$ cat config.mk
export PLATFORM = sky130hd
export DESIGN_NAME = phy_status_irq
export DESIGN_NICKNAME = d
export VERILOG_FILES = /design/src/hdl/phy_status_irq.v
export VERILOG_INCLUDE_DIRS = /design/src /design/src/hdl
export SDC_FILE = /design/constraint.sdc
export NUM_CORES = 1
export LEC_CHECK = 0
export BUFFER_PORTS_ARGS = -buffer_cell sky130_fd_sc_hd__buf_4
export CORE_ASPECT_RATIO = 1.4
export CORE_MARGIN = 2
export CORE_UTILIZATION = 53
export DETAILED_ROUTE_END_ITERATION = 16
export PLACE_DENSITY = 0.85
export SYNTH_ARGS = -nofsm -noshare
export SYNTH_HDL_FRONTEND = slang
export SYNTH_SLANG_ARGS = --single-unit
$ cat constraint.sdc
create_clock -name clk -period 3.2 [get_ports clk]
set_input_delay 0.64 -clock clk [delete_from_list [all_inputs] [get_ports clk]]
set_output_delay 0.64 -clock clk [all_outputs]
set_load 0.01 [all_outputs]
$ cat src/hdl/phy_status_irq_regs.vh
`ifndef PHY_STATUS_IRQ_REGS_VH
`define PHY_STATUS_IRQ_REGS_VH
// Register indices; byte address is four times the index
`define IDX_SUMMARY      8'h10
`define IDX_GENERAL_CONFIG      8'h11
`define IDX_EVENTS_1     8'h12
`define IDX_EVENTS_2     8'h13
`define IDX_RX_ERR       8'h15
`define IDX_SOFT_RESET   8'h00
// Field positions
`define BIT_SUMMARY_IRQ  7
`define BIT_LINK_UP      0
`define BIT_SOFT_RESET   15
`define BIT_IRQ_POL      3
`define BIT_IRQ_FORCE    2
`define BIT_IRQ_EN       1
`define BIT_PIN_IS_IRQ   0
`define LSB_TX_DEPTH     5
`define BIT_RHF_FLAG     15
`define BIT_LINK_FLAG    13
`define BIT_ESD_FLAG     11
`define BIT_RHF_EN       7
`define BIT_LINK_EN      5
`define BIT_ESD_EN       3
`define BIT_PAGE_FLAG    13
`define BIT_POL_FLAG     9
`define BIT_PAGE_EN      5
`define BIT_POL_EN       1
`define BIT_EV2_SPARE    0
// Reset values and error counter limits
`define RST_GENERAL_CONFIG      16'h002a
`define RST_ZERO         16'h0000
`define ERR_HALF         16'h8000
`define ERR_MAX          16'hffff
// Write masks and pin-side defaults
`define WMASK_CFG_LO     8'h6f
`define WMASK_CFG_HI     8'h0c
`define RST_DEPTH        4'h5
`endif

$ cat src/hdl/phy_status_irq.v
// What this block does
// - Sticky summary flag sets when interrupt pin asserted; cleared by writing zero.
// - Link change latches event bit 13; current link state readable, one means up.
// - Two-bit transmit buffer depth selects 4,5,6,8 nibbles; resets to 01.
// - Polarity bit one gives active-low pin, zero active-high; resets one.
// - Force bit drives pin active regardless of event flags.
// - Pin signals interrupts only while master enable or force bit is one; resets one.
// - Pin-function bit one makes pin interrupt output, zero power-down input.
// - Error counter half full latches bit 15 until register read.
// - Half-full event interrupts only when bit 7 enable set.
// - Link-change event interrupts only when bit 5 enable set.
// - Electrostatic discharge event latches bit 11 until cleared.
// - Discharge event interrupts only when bit 3 enable set.
// - Autonegotiation page received latches second register bit 13.
// - Page event interrupts only when second register bit 5 set.
// - Receive polarity change latches second register bit 9.
// - Polarity event interrupts only when second register bit 1 set.
// - Receive errors counted in sixteen bits, saturating at maximum.
// - Reading the counter register clears it to zero, or to one if an error arrives in the read cycle.
// - Soft reset bit returns all registers and interrupt status to defaults.
//
// Our own choice: the Avalon-MM slave port.
`timescale 1ns/1ns
`include "phy_status_irq_regs.vh"
`default_nettype none
module phy_status_irq (
  input  wire        clk,
  input  wire        arst_n,
  input  wire [9:0]  avs_address,
  input  wire        avs_read,
  input  wire        avs_write,
  input  wire [31:0] avs_writedata,
  input  wire [3:0]  avs_byteenable,
  output reg  [31:0] avs_readdata,
  output wire        avs_waitrequest,
  input  wire        link_up,
  input  wire        rx_err,
  input  wire        esd_event,
  input  wire        page_rcvd,
  input  wire        rx_pol_change,
  input  wire        irq_or_sleep_pin_in,
  output reg         irq_or_sleep_pin_out,
  output reg         irq_or_sleep_pin_oe_n,
  output reg         sleep_request,
  output reg  [3:0]  tx_depth_nibbles
);

  // Reset release through two flops
  reg rst_s1_reg;
  reg rst_n;
  always @(posedge clk or negedge arst_n) begin
    if (!arst_n) begin
      rst_s1_reg <= 1'b0;
      rst_n      <= 1'b0;
    end else begin
      rst_s1_reg <= 1'b1;
      rst_n      <= rst_s1_reg;
    end
  end

  // Outside inputs pass two flops before use
  reg [5:0] in_s1_reg;
  reg [5:0] in_s2_reg;
  always @(posedge clk or negedge rst_n) begin
    if (!rst_n) begin
      // Pin bit idles high; a zero here would fake a power-down request
      in_s1_reg <= 6'h20;
      in_s2_reg <= 6'h20;
    end else begin
      in_s1_reg <= {irq_or_sleep_pin_in, rx_pol_change, page_rcvd, esd_event, rx_err, link_up};
      in_s2_reg <= in_s1_reg;
    end
  end
  wire link_s   = in_s2_reg[0];
  wire rxerr_s  = in_s2_reg[1];
  wire esd_s    = in_s2_reg[2];
  wire page_s   = in_s2_reg[3];
  wire pol_s    = in_s2_reg[4];
  wire pin_in_s = in_s2_reg[5];

  // Edge history; event inputs are levels, one event per rising edge, link change on either edge
  reg link_d_reg;
  reg rxerr_d_reg;
  reg esd_d_reg;
  reg page_d_reg;
  reg pol_d_reg;
  always @(posedge clk or negedge rst_n) begin
    if (!rst_n) begin
      link_d_reg  <= 1'b0;
      rxerr_d_reg <= 1'b0;
      esd_d_reg   <= 1'b0;
      page_d_reg  <= 1'b0;
      pol_d_reg   <= 1'b0;
    end else begin
      link_d_reg  <= link_s;
      rxerr_d_reg <= rxerr_s;
      esd_d_reg   <= esd_s;
      page_d_reg  <= page_s;
      pol_d_reg   <= pol_s;
    end
  end
  wire link_chg  = link_s ^ link_d_reg;
  wire rxerr_ev  = rxerr_s & ~rxerr_d_reg;
  wire esd_ev    = esd_s & ~esd_d_reg;
  wire page_ev   = page_s & ~page_d_reg;
  wire pol_ev    = pol_s & ~pol_d_reg;

  // Bus decode: word addresses; writes in one cycle, reads one wait state
  wire [7:0] idx   = avs_address[9:2];
  wire       wr_lo = avs_write & avs_byteenable[0];
  wire       wr_hi = avs_write & avs_byteenable[1];

  // Read wait state so registered data stands when waitrequest drops
  reg rd_wait_done_reg;
  always @(posedge clk or negedge rst_n) begin
    if (!rst_n) begin
      rd_wait_done_reg <= 1'b0;
    end else begin
      rd_wait_done_reg <= avs_read & ~rd_wait_done_reg;
    end
  end
  // Side effects of a read happen once, at its first edge
  wire rd_first = avs_read & ~rd_wait_done_reg;
  assign avs_waitrequest = rd_first;

  function hit;
    input [7:0] a;
    input [7:0] b;
    begin
      hit = (a == b);
    end
  endfunction

  wire rd_ev1 = rd_first & hit(idx, `IDX_EVENTS_1);
  wire rd_ev2 = rd_first & hit(idx, `IDX_EVENTS_2);
  wire rd_err = rd_first & hit(idx, `IDX_RX_ERR);
  wire soft_rst = wr_hi & hit(idx, `IDX_SOFT_RESET) & avs_writedata[`BIT_SOFT_RESET];

  // Configuration register
  reg [15:0] general_config_reg;
  reg [2:0]  en1_reg; // rhf, link, esd enables
  reg [1:0]  en2_reg; // page, pol enables
  reg        ev2_spare_reg;
  always @(posedge clk or negedge rst_n) begin
    if (!rst_n) begin
      general_config_reg   <= `RST_GENERAL_CONFIG;
      en1_reg       <= 3'h0;
      en2_reg       <= 2'h0;
      ev2_spare_reg <= 1'b0;
    end else if (soft_rst) begin
      general_config_reg   <= `RST_GENERAL_CONFIG;
      en1_reg       <= 3'h0;
      en2_reg       <= 2'h0;
      ev2_spare_reg <= 1'b0;
    end else begin
      // Only writable fields kept; reserved bits stay zero
      if (wr_lo && hit(idx, `IDX_GENERAL_CONFIG)) begin
        general_config_reg[7:0] <= avs_writedata[7:0] & `WMASK_CFG_LO;
      end
      if (wr_hi && hit(idx, `IDX_GENERAL_CONFIG)) begin
        general_config_reg[15:8] <= avs_writedata[15:8] & `WMASK_CFG_HI;
      end
      // Enables keep their value across read clears of the flags
      if (wr_lo && hit(idx, `IDX_EVENTS_1)) begin
        en1_reg <= {avs_writedata[`BIT_RHF_EN], avs_writedata[`BIT_LINK_EN],
                    avs_writedata[`BIT_ESD_EN]};
      end
      if (wr_lo && hit(idx, `IDX_EVENTS_2)) begin
        en2_reg       <= {avs_writedata[`BIT_PAGE_EN], avs_writedata[`BIT_POL_EN]};
        ev2_spare_reg <= avs_writedata[`BIT_EV2_SPARE];
      end
    end
  end
  wire       irq_pol    = general_config_reg[`BIT_IRQ_POL];
  wire       irq_force  = general_config_reg[`BIT_IRQ_FORCE];
  wire       irq_en     = general_config_reg[`BIT_IRQ_EN];
  wire       pin_is_irq = general_config_reg[`BIT_PIN_IS_IRQ];
  wire [1:0] depth_sel  = general_config_reg[`LSB_TX_DEPTH+1:`LSB_TX_DEPTH];

  reg [15:0] err_cnt_reg;
  always @(posedge clk or negedge rst_n) begin
    if (!rst_n) begin
      err_cnt_reg <= `RST_ZERO;
    end else if (soft_rst) begin
      err_cnt_reg <= `RST_ZERO;
    end else if (rd_err) begin
      // clear on read; an error in the read cycle counts as one
      err_cnt_reg <= {15'h0000, rxerr_ev};
      // Holds at the top so a long burst never wraps to a small count
    end else if (rxerr_ev && err_cnt_reg != `ERR_MAX) begin
      err_cnt_reg <= err_cnt_reg + 16'h0001;
    end
  end
  // Top bit set means half full; saturation keeps it set
  wire half_full = (err_cnt_reg >= `ERR_HALF);

  // Latch with clear; a set in the clearing cycle wins
  function latch_next;
    input set;
    input flag;
    input clr;
    begin
      latch_next = set | (flag & ~clr);
    end
  endfunction

  // Latched event flags; a set in the clearing cycle wins
  reg rhf_reg;
  reg link_f_reg;
  reg esd_f_reg;
  reg page_f_reg;
  reg pol_f_reg;
  always @(posedge clk or negedge rst_n) begin
    if (!rst_n) begin
      rhf_reg    <= 1'b0;
      link_f_reg <= 1'b0;
      esd_f_reg  <= 1'b0;
      page_f_reg <= 1'b0;
      pol_f_reg  <= 1'b0;
    end else if (soft_rst) begin
      rhf_reg    <= 1'b0;
      link_f_reg <= 1'b0;
      esd_f_reg  <= 1'b0;
      page_f_reg <= 1'b0;
      pol_f_reg  <= 1'b0;
    end else begin
      // half-full latch, cleared by read; re-sets while still half full
      rhf_reg    <= latch_next(half_full, rhf_reg, rd_ev1);
      link_f_reg <= latch_next(link_chg, link_f_reg, rd_ev1);
      esd_f_reg  <= latch_next(esd_ev, esd_f_reg, rd_ev1);
      page_f_reg <= latch_next(page_ev, page_f_reg, rd_ev2);
      pol_f_reg  <= latch_next(pol_ev, pol_f_reg, rd_ev2);
    end
  end

  wire rhf_gated  = rhf_reg & en1_reg[2];
  wire link_gated = link_f_reg & en1_reg[1];
  wire esd_gated  = esd_f_reg & en1_reg[0];
  wire page_gated = page_f_reg & en2_reg[1];
  wire pol_gated  = pol_f_reg & en2_reg[0];
  wire any_ev = rhf_gated | link_gated | esd_gated | page_gated | pol_gated;
  wire irq_active = irq_force | (irq_en & any_ev);

  // summary sticky flag, write zero clears, set wins
  reg summary_reg;
  wire clr_summary = wr_lo & hit(idx, `IDX_SUMMARY) & ~avs_writedata[`BIT_SUMMARY_IRQ];
  always @(posedge clk or negedge rst_n) begin
    if (!rst_n) begin
      summary_reg <= 1'b0;
    end else if (soft_rst) begin
      summary_reg <= 1'b0;
    end else begin
      summary_reg <= latch_next(irq_active & pin_is_irq, summary_reg, clr_summary);
    end
  end

  // Depth code to nibble count
  function [3:0] depth_of;
    input [1:0] sel;
    begin
      case (sel)
        2'b00:   depth_of = 4'h4;
        2'b01:   depth_of = 4'h5;
        2'b10:   depth_of = 4'h6;
        default: depth_of = 4'h8;
      endcase
    end
  endfunction

  // Pin drive, depth decode and power-down request from flops
  always @(posedge clk or negedge rst_n) begin
    if (!rst_n) begin
      irq_or_sleep_pin_out  <= 1'b1;
      irq_or_sleep_pin_oe_n <= 1'b1;
      sleep_request         <= 1'b0;
      tx_depth_nibbles      <= `RST_DEPTH;
    end else begin
      irq_or_sleep_pin_out  <= irq_active ^ irq_pol;
      irq_or_sleep_pin_oe_n <= ~pin_is_irq;
      // Pin read as active-low power-down request when used as input
      sleep_request         <= ~pin_is_irq & ~pin_in_s;
      tx_depth_nibbles      <= depth_of(depth_sel);
    end
  end

  // Read mux, registered at the first edge of a read
  reg [15:0] rd_word;
  always @* begin
    // Reserved bits read zero
    rd_word = 16'h0000;
    if (hit(idx, `IDX_SUMMARY)) begin
      rd_word[`BIT_SUMMARY_IRQ] = summary_reg;
      rd_word[`BIT_LINK_UP]     = link_s;
    end else if (hit(idx, `IDX_GENERAL_CONFIG)) begin
      rd_word = general_config_reg;
    end else if (hit(idx, `IDX_EVENTS_1)) begin
      rd_word[`BIT_RHF_FLAG]  = rhf_reg;
      rd_word[`BIT_LINK_FLAG] = link_f_reg;
      rd_word[`BIT_ESD_FLAG]  = esd_f_reg;
      rd_word[`BIT_RHF_EN]    = en1_reg[2];
      rd_word[`BIT_LINK_EN]   = en1_reg[1];
      rd_word[`BIT_ESD_EN]    = en1_reg[0];
    end else if (hit(idx, `IDX_EVENTS_2)) begin
      rd_word[`BIT_PAGE_FLAG] = page_f_reg;
      rd_word[`BIT_POL_FLAG]  = pol_f_reg;
      rd_word[`BIT_PAGE_EN]   = en2_reg[1];
      rd_word[`BIT_POL_EN]    = en2_reg[0];
      rd_word[`BIT_EV2_SPARE] = ev2_spare_reg;
    end else if (hit(idx, `IDX_RX_ERR)) begin
      rd_word = err_cnt_reg;
    end
  end

  // Unmapped addresses read zero and ignore writes
  always @(posedge clk or negedge rst_n) begin
    if (!rst_n) begin
      avs_readdata <= 32'h00000000;
    end else if (rd_first) begin
      avs_readdata <= {16'h0000, rd_word};
    end
  end

endmodule
`default_nettype wire

Yosys cells after proc, flatten, opt, wreduce, memory -nomap -nowiden

Index checks and enable logic that the tools add are counted.

$add $sub $neg: 1
Multipliers: 0
Divide/modulo/power cells: 0
Order comparisons: 1
Eq/ne operators: 8
Shift-type cells: 0
Muxes and demuxes: 45
Bitwise logic cells: 52
Reductions and logical operators: 12

Operator list:

| operator                                            | number |
|---|---|
| two-way mux 16 bit                                  | 6 |
| equality test 8 x 5 -> 1 bit, second input constant | 5 |
| AND 1 bit                                           | 28 |
| two-way mux 8 bit                                   | 3 |
| two-way mux 1 bit                                   | 23 |
| two-way mux 3 bit                                   | 7 |
| adder 16 x 1 -> 16 bit, second input constant       | 1 |
| >= comparator 16 bit, second input constant         | 1 |
| inequality test 16 bit, second input constant       | 1 |
| case mux 4 bit (3 select lines)                     | 1 |
| inverter 1 bit                                      | 11 |
| bitwise OR 1 bit                                    | 11 |
| logical NOT 8 bit                                   | 1 |
| two-way mux 2 bit                                   | 4 |
| nonzero test 2 bit                                  | 4 |
| two-way mux 6 bit                                   | 1 |
| logical AND 1 bit                                   | 5 |
| nonzero test 3 bit                                  | 1 |
| equality test 2 x 1 -> 1 bit, second input constant | 1 |
| equality test 2 bit, second input constant          | 1 |
| logical NOT 2 bit                                   | 1 |
| XOR 1 bit                                           | 2 |

Flip-flop bits (word level): 87
Bits in latches: 0
Memory bits (writable): 0
Bits in read-only memories: 0
Output and inout bits: 40
Memories: 0

Depth between registers and ports, before layout

Gate-level depths: netlist of run 1.

Word-level depth: 10
Gate-level depth with buffers: 6

Worst setup path before layout of run 1

No wires, ideal clock.

Kind: input port to flip-flop
From: in avs_address[3]
To: reg err_cnt_reg[6]
Arrival: 1.744 ns
Required time: 3.078 ns
Setup slack: 1.334 ns
Cell stages on the path: 6
Path buffers: 2
Cells stage by stage: buf_2 nor4_2 a32oi_1 nor2b_2 buf_2 nor2_1

Cells in the longest elaborated chain, start to end: 4

RTL lines:

| element                                                           | line                                       | RTL |
|---|---|---|
| start, declared                                                   | phy_status_irq.v:29                        | `input wire [9:0] avs_address,` |
| equality test 8 x 5 -> 1 bit or logical NOT 8 bit (tied branches) | phy_status_irq.v:130                       | `hit = (a == b);` |
| AND 1 bit, on equally long branches                               | phy_status_irq.v:136, phy_status_irq.v:137 |  |
| two-way mux 16 bit or AND 1 bit (tied branches)                   | phy_status_irq.v:186, phy_status_irq.v:137 |  |
| two-way mux 16 bit or nonzero test 3 bit (tied branches)          | n/a                                        |  |
| end signal, assigned                                              | phy_status_irq.v:183                       | `` err_cnt_reg <= `RST_ZERO; `` |
| end signal, assigned                                              | phy_status_irq.v:185                       | `` err_cnt_reg <= `RST_ZERO; `` |
| end signal, assigned                                              | phy_status_irq.v:188                       | `err_cnt_reg <= {15'h0000, rxerr_ev};` |
| end, declared                                                     | phy_status_irq.v:180                       | `reg [15:0] err_cnt_reg;` |

Parallel ways exist; a longest one is shown, timed or not.
A chain may end at the register's enable or synchronous reset.

Worst setup path in the final report of run 1

From: reg err_cnt_reg[1]
To: reg err_cnt_reg[0]

Cells in the longest elaborated chain, start to end: 3

RTL lines:

| element |
|---|
| inequality test 16 bit (no line) |
| logical AND 1 bit (no line) |
| nonzero test 3 bit (no line) |

Every way passes these cells.

==> impl_metrics.env, run 1 <==
export IMPL_outcome="finished clean"
export IMPL_die_x_um=75.0
export IMPL_ys_ff_latch=79
export IMPL_core_um2=6890
export IMPL_hp_class="in2async"
export IMPL_r2r_end="err_cnt_reg[0]"
export IMPL_mostFrequentLayoutCell="dfrtp_1"
export IMPL_layout_drive_gt1_share=0.257
export IMPL_maxSlewHeadroom=0.359
export IMPL_place_hpwl_mm=6.35
export IMPL_synth_async_sr_flop_share=1.00
export IMPL_p_seq_frac=0.512
export IMPL_cts_hold_buf=0
export IMPL_setup_viol=0
export IMPL_fin_crit_sh=0.727
export IMPL_p_sw_frac=0.299
export IMPL_antenna_left=0
export IMPL_cts_root_buf="clkbuf_8"
export IMPL_die_area_um2=7760
export IMPL_synth_area_leaders="dfrtp_1 (47%), dfstp_2 (6.3%), buf_4 (4.0%)"
export IMPL_die_h_um=103
export IMPL_antenna_found_initial=0
export IMPL_cts_buffer_depth=2
export IMPL_grtUsageMet2=0.420
export IMPL_clk_latency_ps=370
export IMPL_yosysSeqAreaShare=0.531
export IMPL_nFillCells=531
export IMPL_critPathKind="reg2reg"
export IMPL_drc=0
export IMPL_clk_pin_slew_worst_paths_ps=80
export IMPL_diodes=0
export IMPL_cts_sinks=79
export IMPL_syn_avg_cell_area_um2=10.8
export IMPL_grtUsageTotal=0.246
export IMPL_grt_pass1_vias=2886
export IMPL_p_int_mw=1.66
export IMPL_final_cell_mix="dfrtp_1 (69), buf_4 (56), nand2_1 (26), a21oi_1 (20), nor2_1 (18)"
export IMPL_vdd_ir_drop_max_mv=0.327
export IMPL_met3_usage=0.0523
export IMPL_cts_tree="yes"
export IMPL_syn_cell_area_um2=3740
export IMPL_synth_edf_count=0
export IMPL_layoutNonFillerInstCount=499
export IMPL_final_setup_tns_ps=0
export IMPL_routed_wl_mm=8.85
export IMPL_syn_inst=348
export IMPL_nets=457
export IMPL_synth_cell_types=61
export IMPL_p_comb_frac=0.136
export IMPL_holdWs_ps=32.7
export IMPL_required_ps=3460
export IMPL_rsz0062_at_grt="no"
export IMPL_cp_start_kind="register"
export IMPL_htree_num_levels=3
export IMPL_grt_overflow_total=0
export IMPL_gp_congestion=0.889
export IMPL_cp_end_kind="register"
export IMPL_start_util=0.543
export IMPL_r2r_start="err_cnt_reg[1]"
export IMPL_post_cts_resized=0
export IMPL_drt_vias_per_instance=6.06
export IMPL_numCtsBuffers=9
export IMPL_grt_pass1_wl_mm=14.1
export IMPL_port_buffer_count=53
export IMPL_vias=3026
export IMPL_drv_slew=0
export IMPL_num_io_pins=96
export IMPL_power_switching_mw=0.709
export IMPL_reg2reg_slack_ps=870
export IMPL_cts_setup_buffers=0
export IMPL_timing_final_ws_setup_ps=874
export IMPL_fmax_ghz=0.430
export IMPL_power_mw=2.37
export IMPL_maxCapViolCount=0
export IMPL_yosysTopAreaCell="dfrtp_1"
export IMPL_gr_usage_met1=0.282
export IMPL_p_leak_nw=1.95
export IMPL_top_usage_layer="met2"
export IMPL_layout_min_cycle_time_ps=2330
export IMPL_firstDrtPassIters=5
export IMPL_hold_viol=0
export IMPL_r2r_cells=5
export IMPL_crit_fanout=13
export IMPL_power_density_nw_per_um2=543
export IMPL_yosys_warnings=0
export IMPL_grt_max_degree=77
export IMPL_worst_slew_pin_slew_ps=953
export IMPL_routedWlPerCell_um=17.7
export IMPL_critical_path_arrival_ps=2590
export IMPL_clockPowerShare=0.352
export IMPL_post_place_cells=483
export IMPL_post_place_ws_ps=927
export IMPL_rows=36
export IMPL_drt_iter0_drc=350
export IMPL_worst_clock_skew_ps=6.26
export IMPL_area_growth_pct=16.8
export IMPL_netlist_area_leader_share=0.468
export IMPL_synthFlopType="dfrtp_1"
## synthesized netlist by cell type, types with 5 or more instances
cell type / count
a22oi_1: 10
nor3_1: 8
mux2i_1: 7
dfstp_2: 9
o31ai_1: 11
o21ai_0: 15
inv_1: 15
a22o_1: 7
nand2_1: 26
nor2b_1: 8
nor2_1: 18
clkbuf_1: 6
buf_2: 5
buf_4: 20
a21oi_1: 20
dfrtp_1: 70
and3_1: 6
or4_1: 7
nand3_1: 13
## per-stage QoR
| step | utilization | instance area (um^2) |
|---|---|---|
| detailed placement | 0.601 | 4140 |
| global route | 0.634 | 4370 |
| global placement | 0.601 | 4140 |
| CTS | 0.634 | 4370 |
| finish | 0.634 | 4370 |
| floorplan | - | 3800 |
## how the worst max path moves through the flow
stage                         startpoint         endpoint  slack [ps]  cells after the start
after floorplan                    rst_n  avs_readdata[0]         850                      0
after global placement    err_cnt_reg[1]   err_cnt_reg[0]         970                      5
after detailed placement  err_cnt_reg[1]   err_cnt_reg[0]         930                      5
after CTS                 err_cnt_reg[1]   err_cnt_reg[0]         920                      5
after global routing      err_cnt_reg[1]   err_cnt_reg[2]         670                      5
final                     err_cnt_reg[1]   err_cnt_reg[0]         870                      5
## worst max-delay path: stages, from the launching register on
cell and delay [ps]:
dfrtp_1 430, ha_1 280, nand4_2 220, nor4_2 870, nor3_1 90, o31a_1 310
## layer usage
metal | wire [um] | part of all wire | up-vias
li1 | - | - | 1347
met1 | 3180 | 0.36 | 1468
met2 | 4750 | 0.54 | 168
met3 | 543 | 0.061 | 43
met4 | 376 | 0.043 | 0
met5 | 0 | 0 | -
## final cells by class
class                      instances  area, um^2  area share
multi-input combinational        238        1560       0.356
tap                               95         119      0.0272
clock buffer                       9         124      0.0284
clock inverter                     7         104      0.0238
sequential                        79        1990       0.455
timing repair buffer              56         420      0.0962
inverter                          15        56.3      0.0129
## logic make-up after synthesis
group / after synthesis / share of synthesized area
and+or+nand+nor: 121 / 0.199
AOI/OAI and AO/OA: 89 / 0.169
DFF: 79 / 0.531
buffers and inverters: 46 / 0.0679
muxes: 7 / 0.0187
adders and majority gates: 2 / 0.00669
other: 2 / 0.00201
xor gates and xnor gates: 2 / 0.00468
## power by group through the flow
stage,Sequential (mW),Combinational (mW),Clock [mW]
after global placement,1.22,0.304,0
final,1.21,0.322,0.834
after global routing,1.23,0.362,0.894
after floorplan,1.19,0.239,0
after detailed placement,1.23,0.316,0
after CTS,1.21,0.321,0.853
Power figures use the tool's default switching activity.
==> run 2: changes to the inputs <==
==> constraint.sdc (replaced) <==
create_clock -name clk -period 2.3 [get_ports clk]
set_input_delay 0.46 -clock clk [delete_from_list [all_inputs] [get_ports clk]]
set_output_delay 0.46 -clock clk [all_outputs]
set_load 0.01 [all_outputs]
==> impl_metrics.env, run 2 (synthesized netlist as in run 1, its figures left out) <==
export IMPL_outcome="finished clean"
export IMPL_numCtsBuffers=9
export IMPL_rows=36
export IMPL_required_ps=2550
export IMPL_maxCapViolCount=0
export IMPL_htree_num_levels=3
export IMPL_post_cts_resized=0
export IMPL_hp_class="in2reg"
export IMPL_power_density_nw_per_um2=743
export IMPL_cts_tree="yes"
export IMPL_clk_latency_ps=370
export IMPL_layout_drive_gt1_share=0.271
export IMPL_port_buffer_count=53
export IMPL_clk_pin_slew_worst_paths_ps=80
export IMPL_routed_wl_mm=8.77
export IMPL_reg2reg_slack_ps=290
export IMPL_vias=3023
export IMPL_vdd_ir_drop_max_mv=0.392
export IMPL_mostFrequentLayoutCell="dfrtp_1"
export IMPL_drt_vias_per_instance=5.95
export IMPL_final_setup_tns_ps=0
export IMPL_power_mw=3.31
export IMPL_cp_start_kind="register"
export IMPL_die_h_um=103
export IMPL_crit_chain="ha_1 -> nand4_2 -> or4_1 -> a21oi_1 -> nor4_2"
export IMPL_drv_slew=0
export IMPL_cpMaxStageDelayCell="or4_1"
export IMPL_cts_buffer_depth=2
export IMPL_firstDrtPassIters=6
export IMPL_crit_fanout=6
export IMPL_cp_end_kind="register"
export IMPL_cts_root_buf="clkbuf_8"
export IMPL_nets=466
export IMPL_maxSlewHeadroom=0.650
export IMPL_grtUsageTotal=0.242
export IMPL_routedWlPerCell_um=17.3
export IMPL_gp_congestion=0.943
export IMPL_core_um2=6890
export IMPL_area_growth_pct=19.0
export IMPL_worst_slew_pin_slew_ps=523
export IMPL_die_area_um2=7760
export IMPL_worst_clock_skew_ps=6.95
export IMPL_setup_viol=0
export IMPL_rsz0062_at_grt="no"
export IMPL_fin_crit_sh=0.875
export IMPL_final_cell_mix="dfrtp_1 (69), buf_4 (63), nand2_1 (26), a21oi_1 (20), nor2_1 (18)"
export IMPL_start_util=0.543
export IMPL_max_stage_delay_ps=640
export IMPL_grt_pass1_vias=2907
export IMPL_critical_path_arrival_ps=2260
export IMPL_layout_min_cycle_time_ps=2010
export IMPL_fmax_ghz=0.497
export IMPL_antenna_left=0
export IMPL_critPathKind="reg2reg"
export IMPL_drt_iter0_drc=296
export IMPL_diodes=0
export IMPL_cts_sinks=79
export IMPL_place_hpwl_mm=6.32
export IMPL_antenna_found_initial=0
export IMPL_cts_setup_buffers=0
export IMPL_grt_max_degree=78
export IMPL_drc=0
export IMPL_num_io_pins=96
export IMPL_hold_viol=0
export IMPL_grt_pass1_wl_mm=13.9
export IMPL_p_leak_nw=2.00
export IMPL_die_x_um=75.0
export IMPL_grt_overflow_total=0
-- run 2: cell count changes in the layout (fill, tap and decap cells not counted) --
cell / before / now
buf_12: 0 / 1
clkbuf_8: 9 / 10
dlygate4sd3_1: 0 / 1
buf_4: 56 / 63
inv_8: 1 / 0
-- run 2: worst max-delay path: cells and delay by family (launching register included) --
family	cells	cell delay (ps)
compound gates	1	220
fa+ha+maj	1	300
simple gates	3	930
flops	1	450
-- run 2: what timing repair did --
action / in CTS / in global routing
hold buffers: 1 / 0
hold endpoints to repair: 2 / 0
setup endpoints to repair: 0 / 0
-- run 2: cell type report --
cell class,count,area [um^2]
Inverter,15,56.3
Clock inverter,6,92.6
Multi-Input combinational cell,238,1560
Sequential cell,79,1990
Fill cell,532,2440
Clock buffer,10,138
Timing Repair Buffer,65,503
Tap cell,95,119
-- run 2: layer usage --
layer	global-route usage	part of all wire
met1	0.278	0.36
met3	0.0329	0.057
met5	0	0
met4	0.157	0.045
met2	0.415	0.53
-- run 2: per-stage QoR --
| stage | util | worst slack (ps) | instance area, um^2 | std cells | hold WS (ps) |
|---|---|---|---|---|---|
| after floorplan | - | 569 | 3800 | 363 | 164 |
| after global routing | 0.646 | 168 | 4450 | 508 | 186 |
| final | 0.646 | 288 | 4450 | 508 | 198 |
| after global placement | 0.611 | 202 | 4210 | 491 | 242 |
| after CTS | 0.646 | 315 | 4450 | 508 | 189 |
| after detailed placement | 0.611 | 327 | 4210 | 491 | 243 |
-- run 2: worst paths after layout --
path | end | startpoint | cells past startpoint
worst max-delay path | err_cnt_reg[2] | err_cnt_reg[1] | 5
worst min-delay path | in_s1_reg[0] | link_up | 1
worst max register to register | err_cnt_reg[2] | err_cnt_reg[1] | 5
worst min register to register | in_s1_reg[2] | rst_n | 1
max in group asynchronous | general_config_reg[5] | rst_n | 1
min in group asynchronous | in_s1_reg[2] | rst_n | 1
-- run 2: power breakdown --
part / switching, mW / internal [mW] / leakage [nW] / total (mW)
registers: 0.179 / 1.51 / 0.941 / 1.69
clock network: 0.523 / 0.645 / 0.109 / 1.17
logic: 0.268 / 0.186 / 0.953 / 0.454
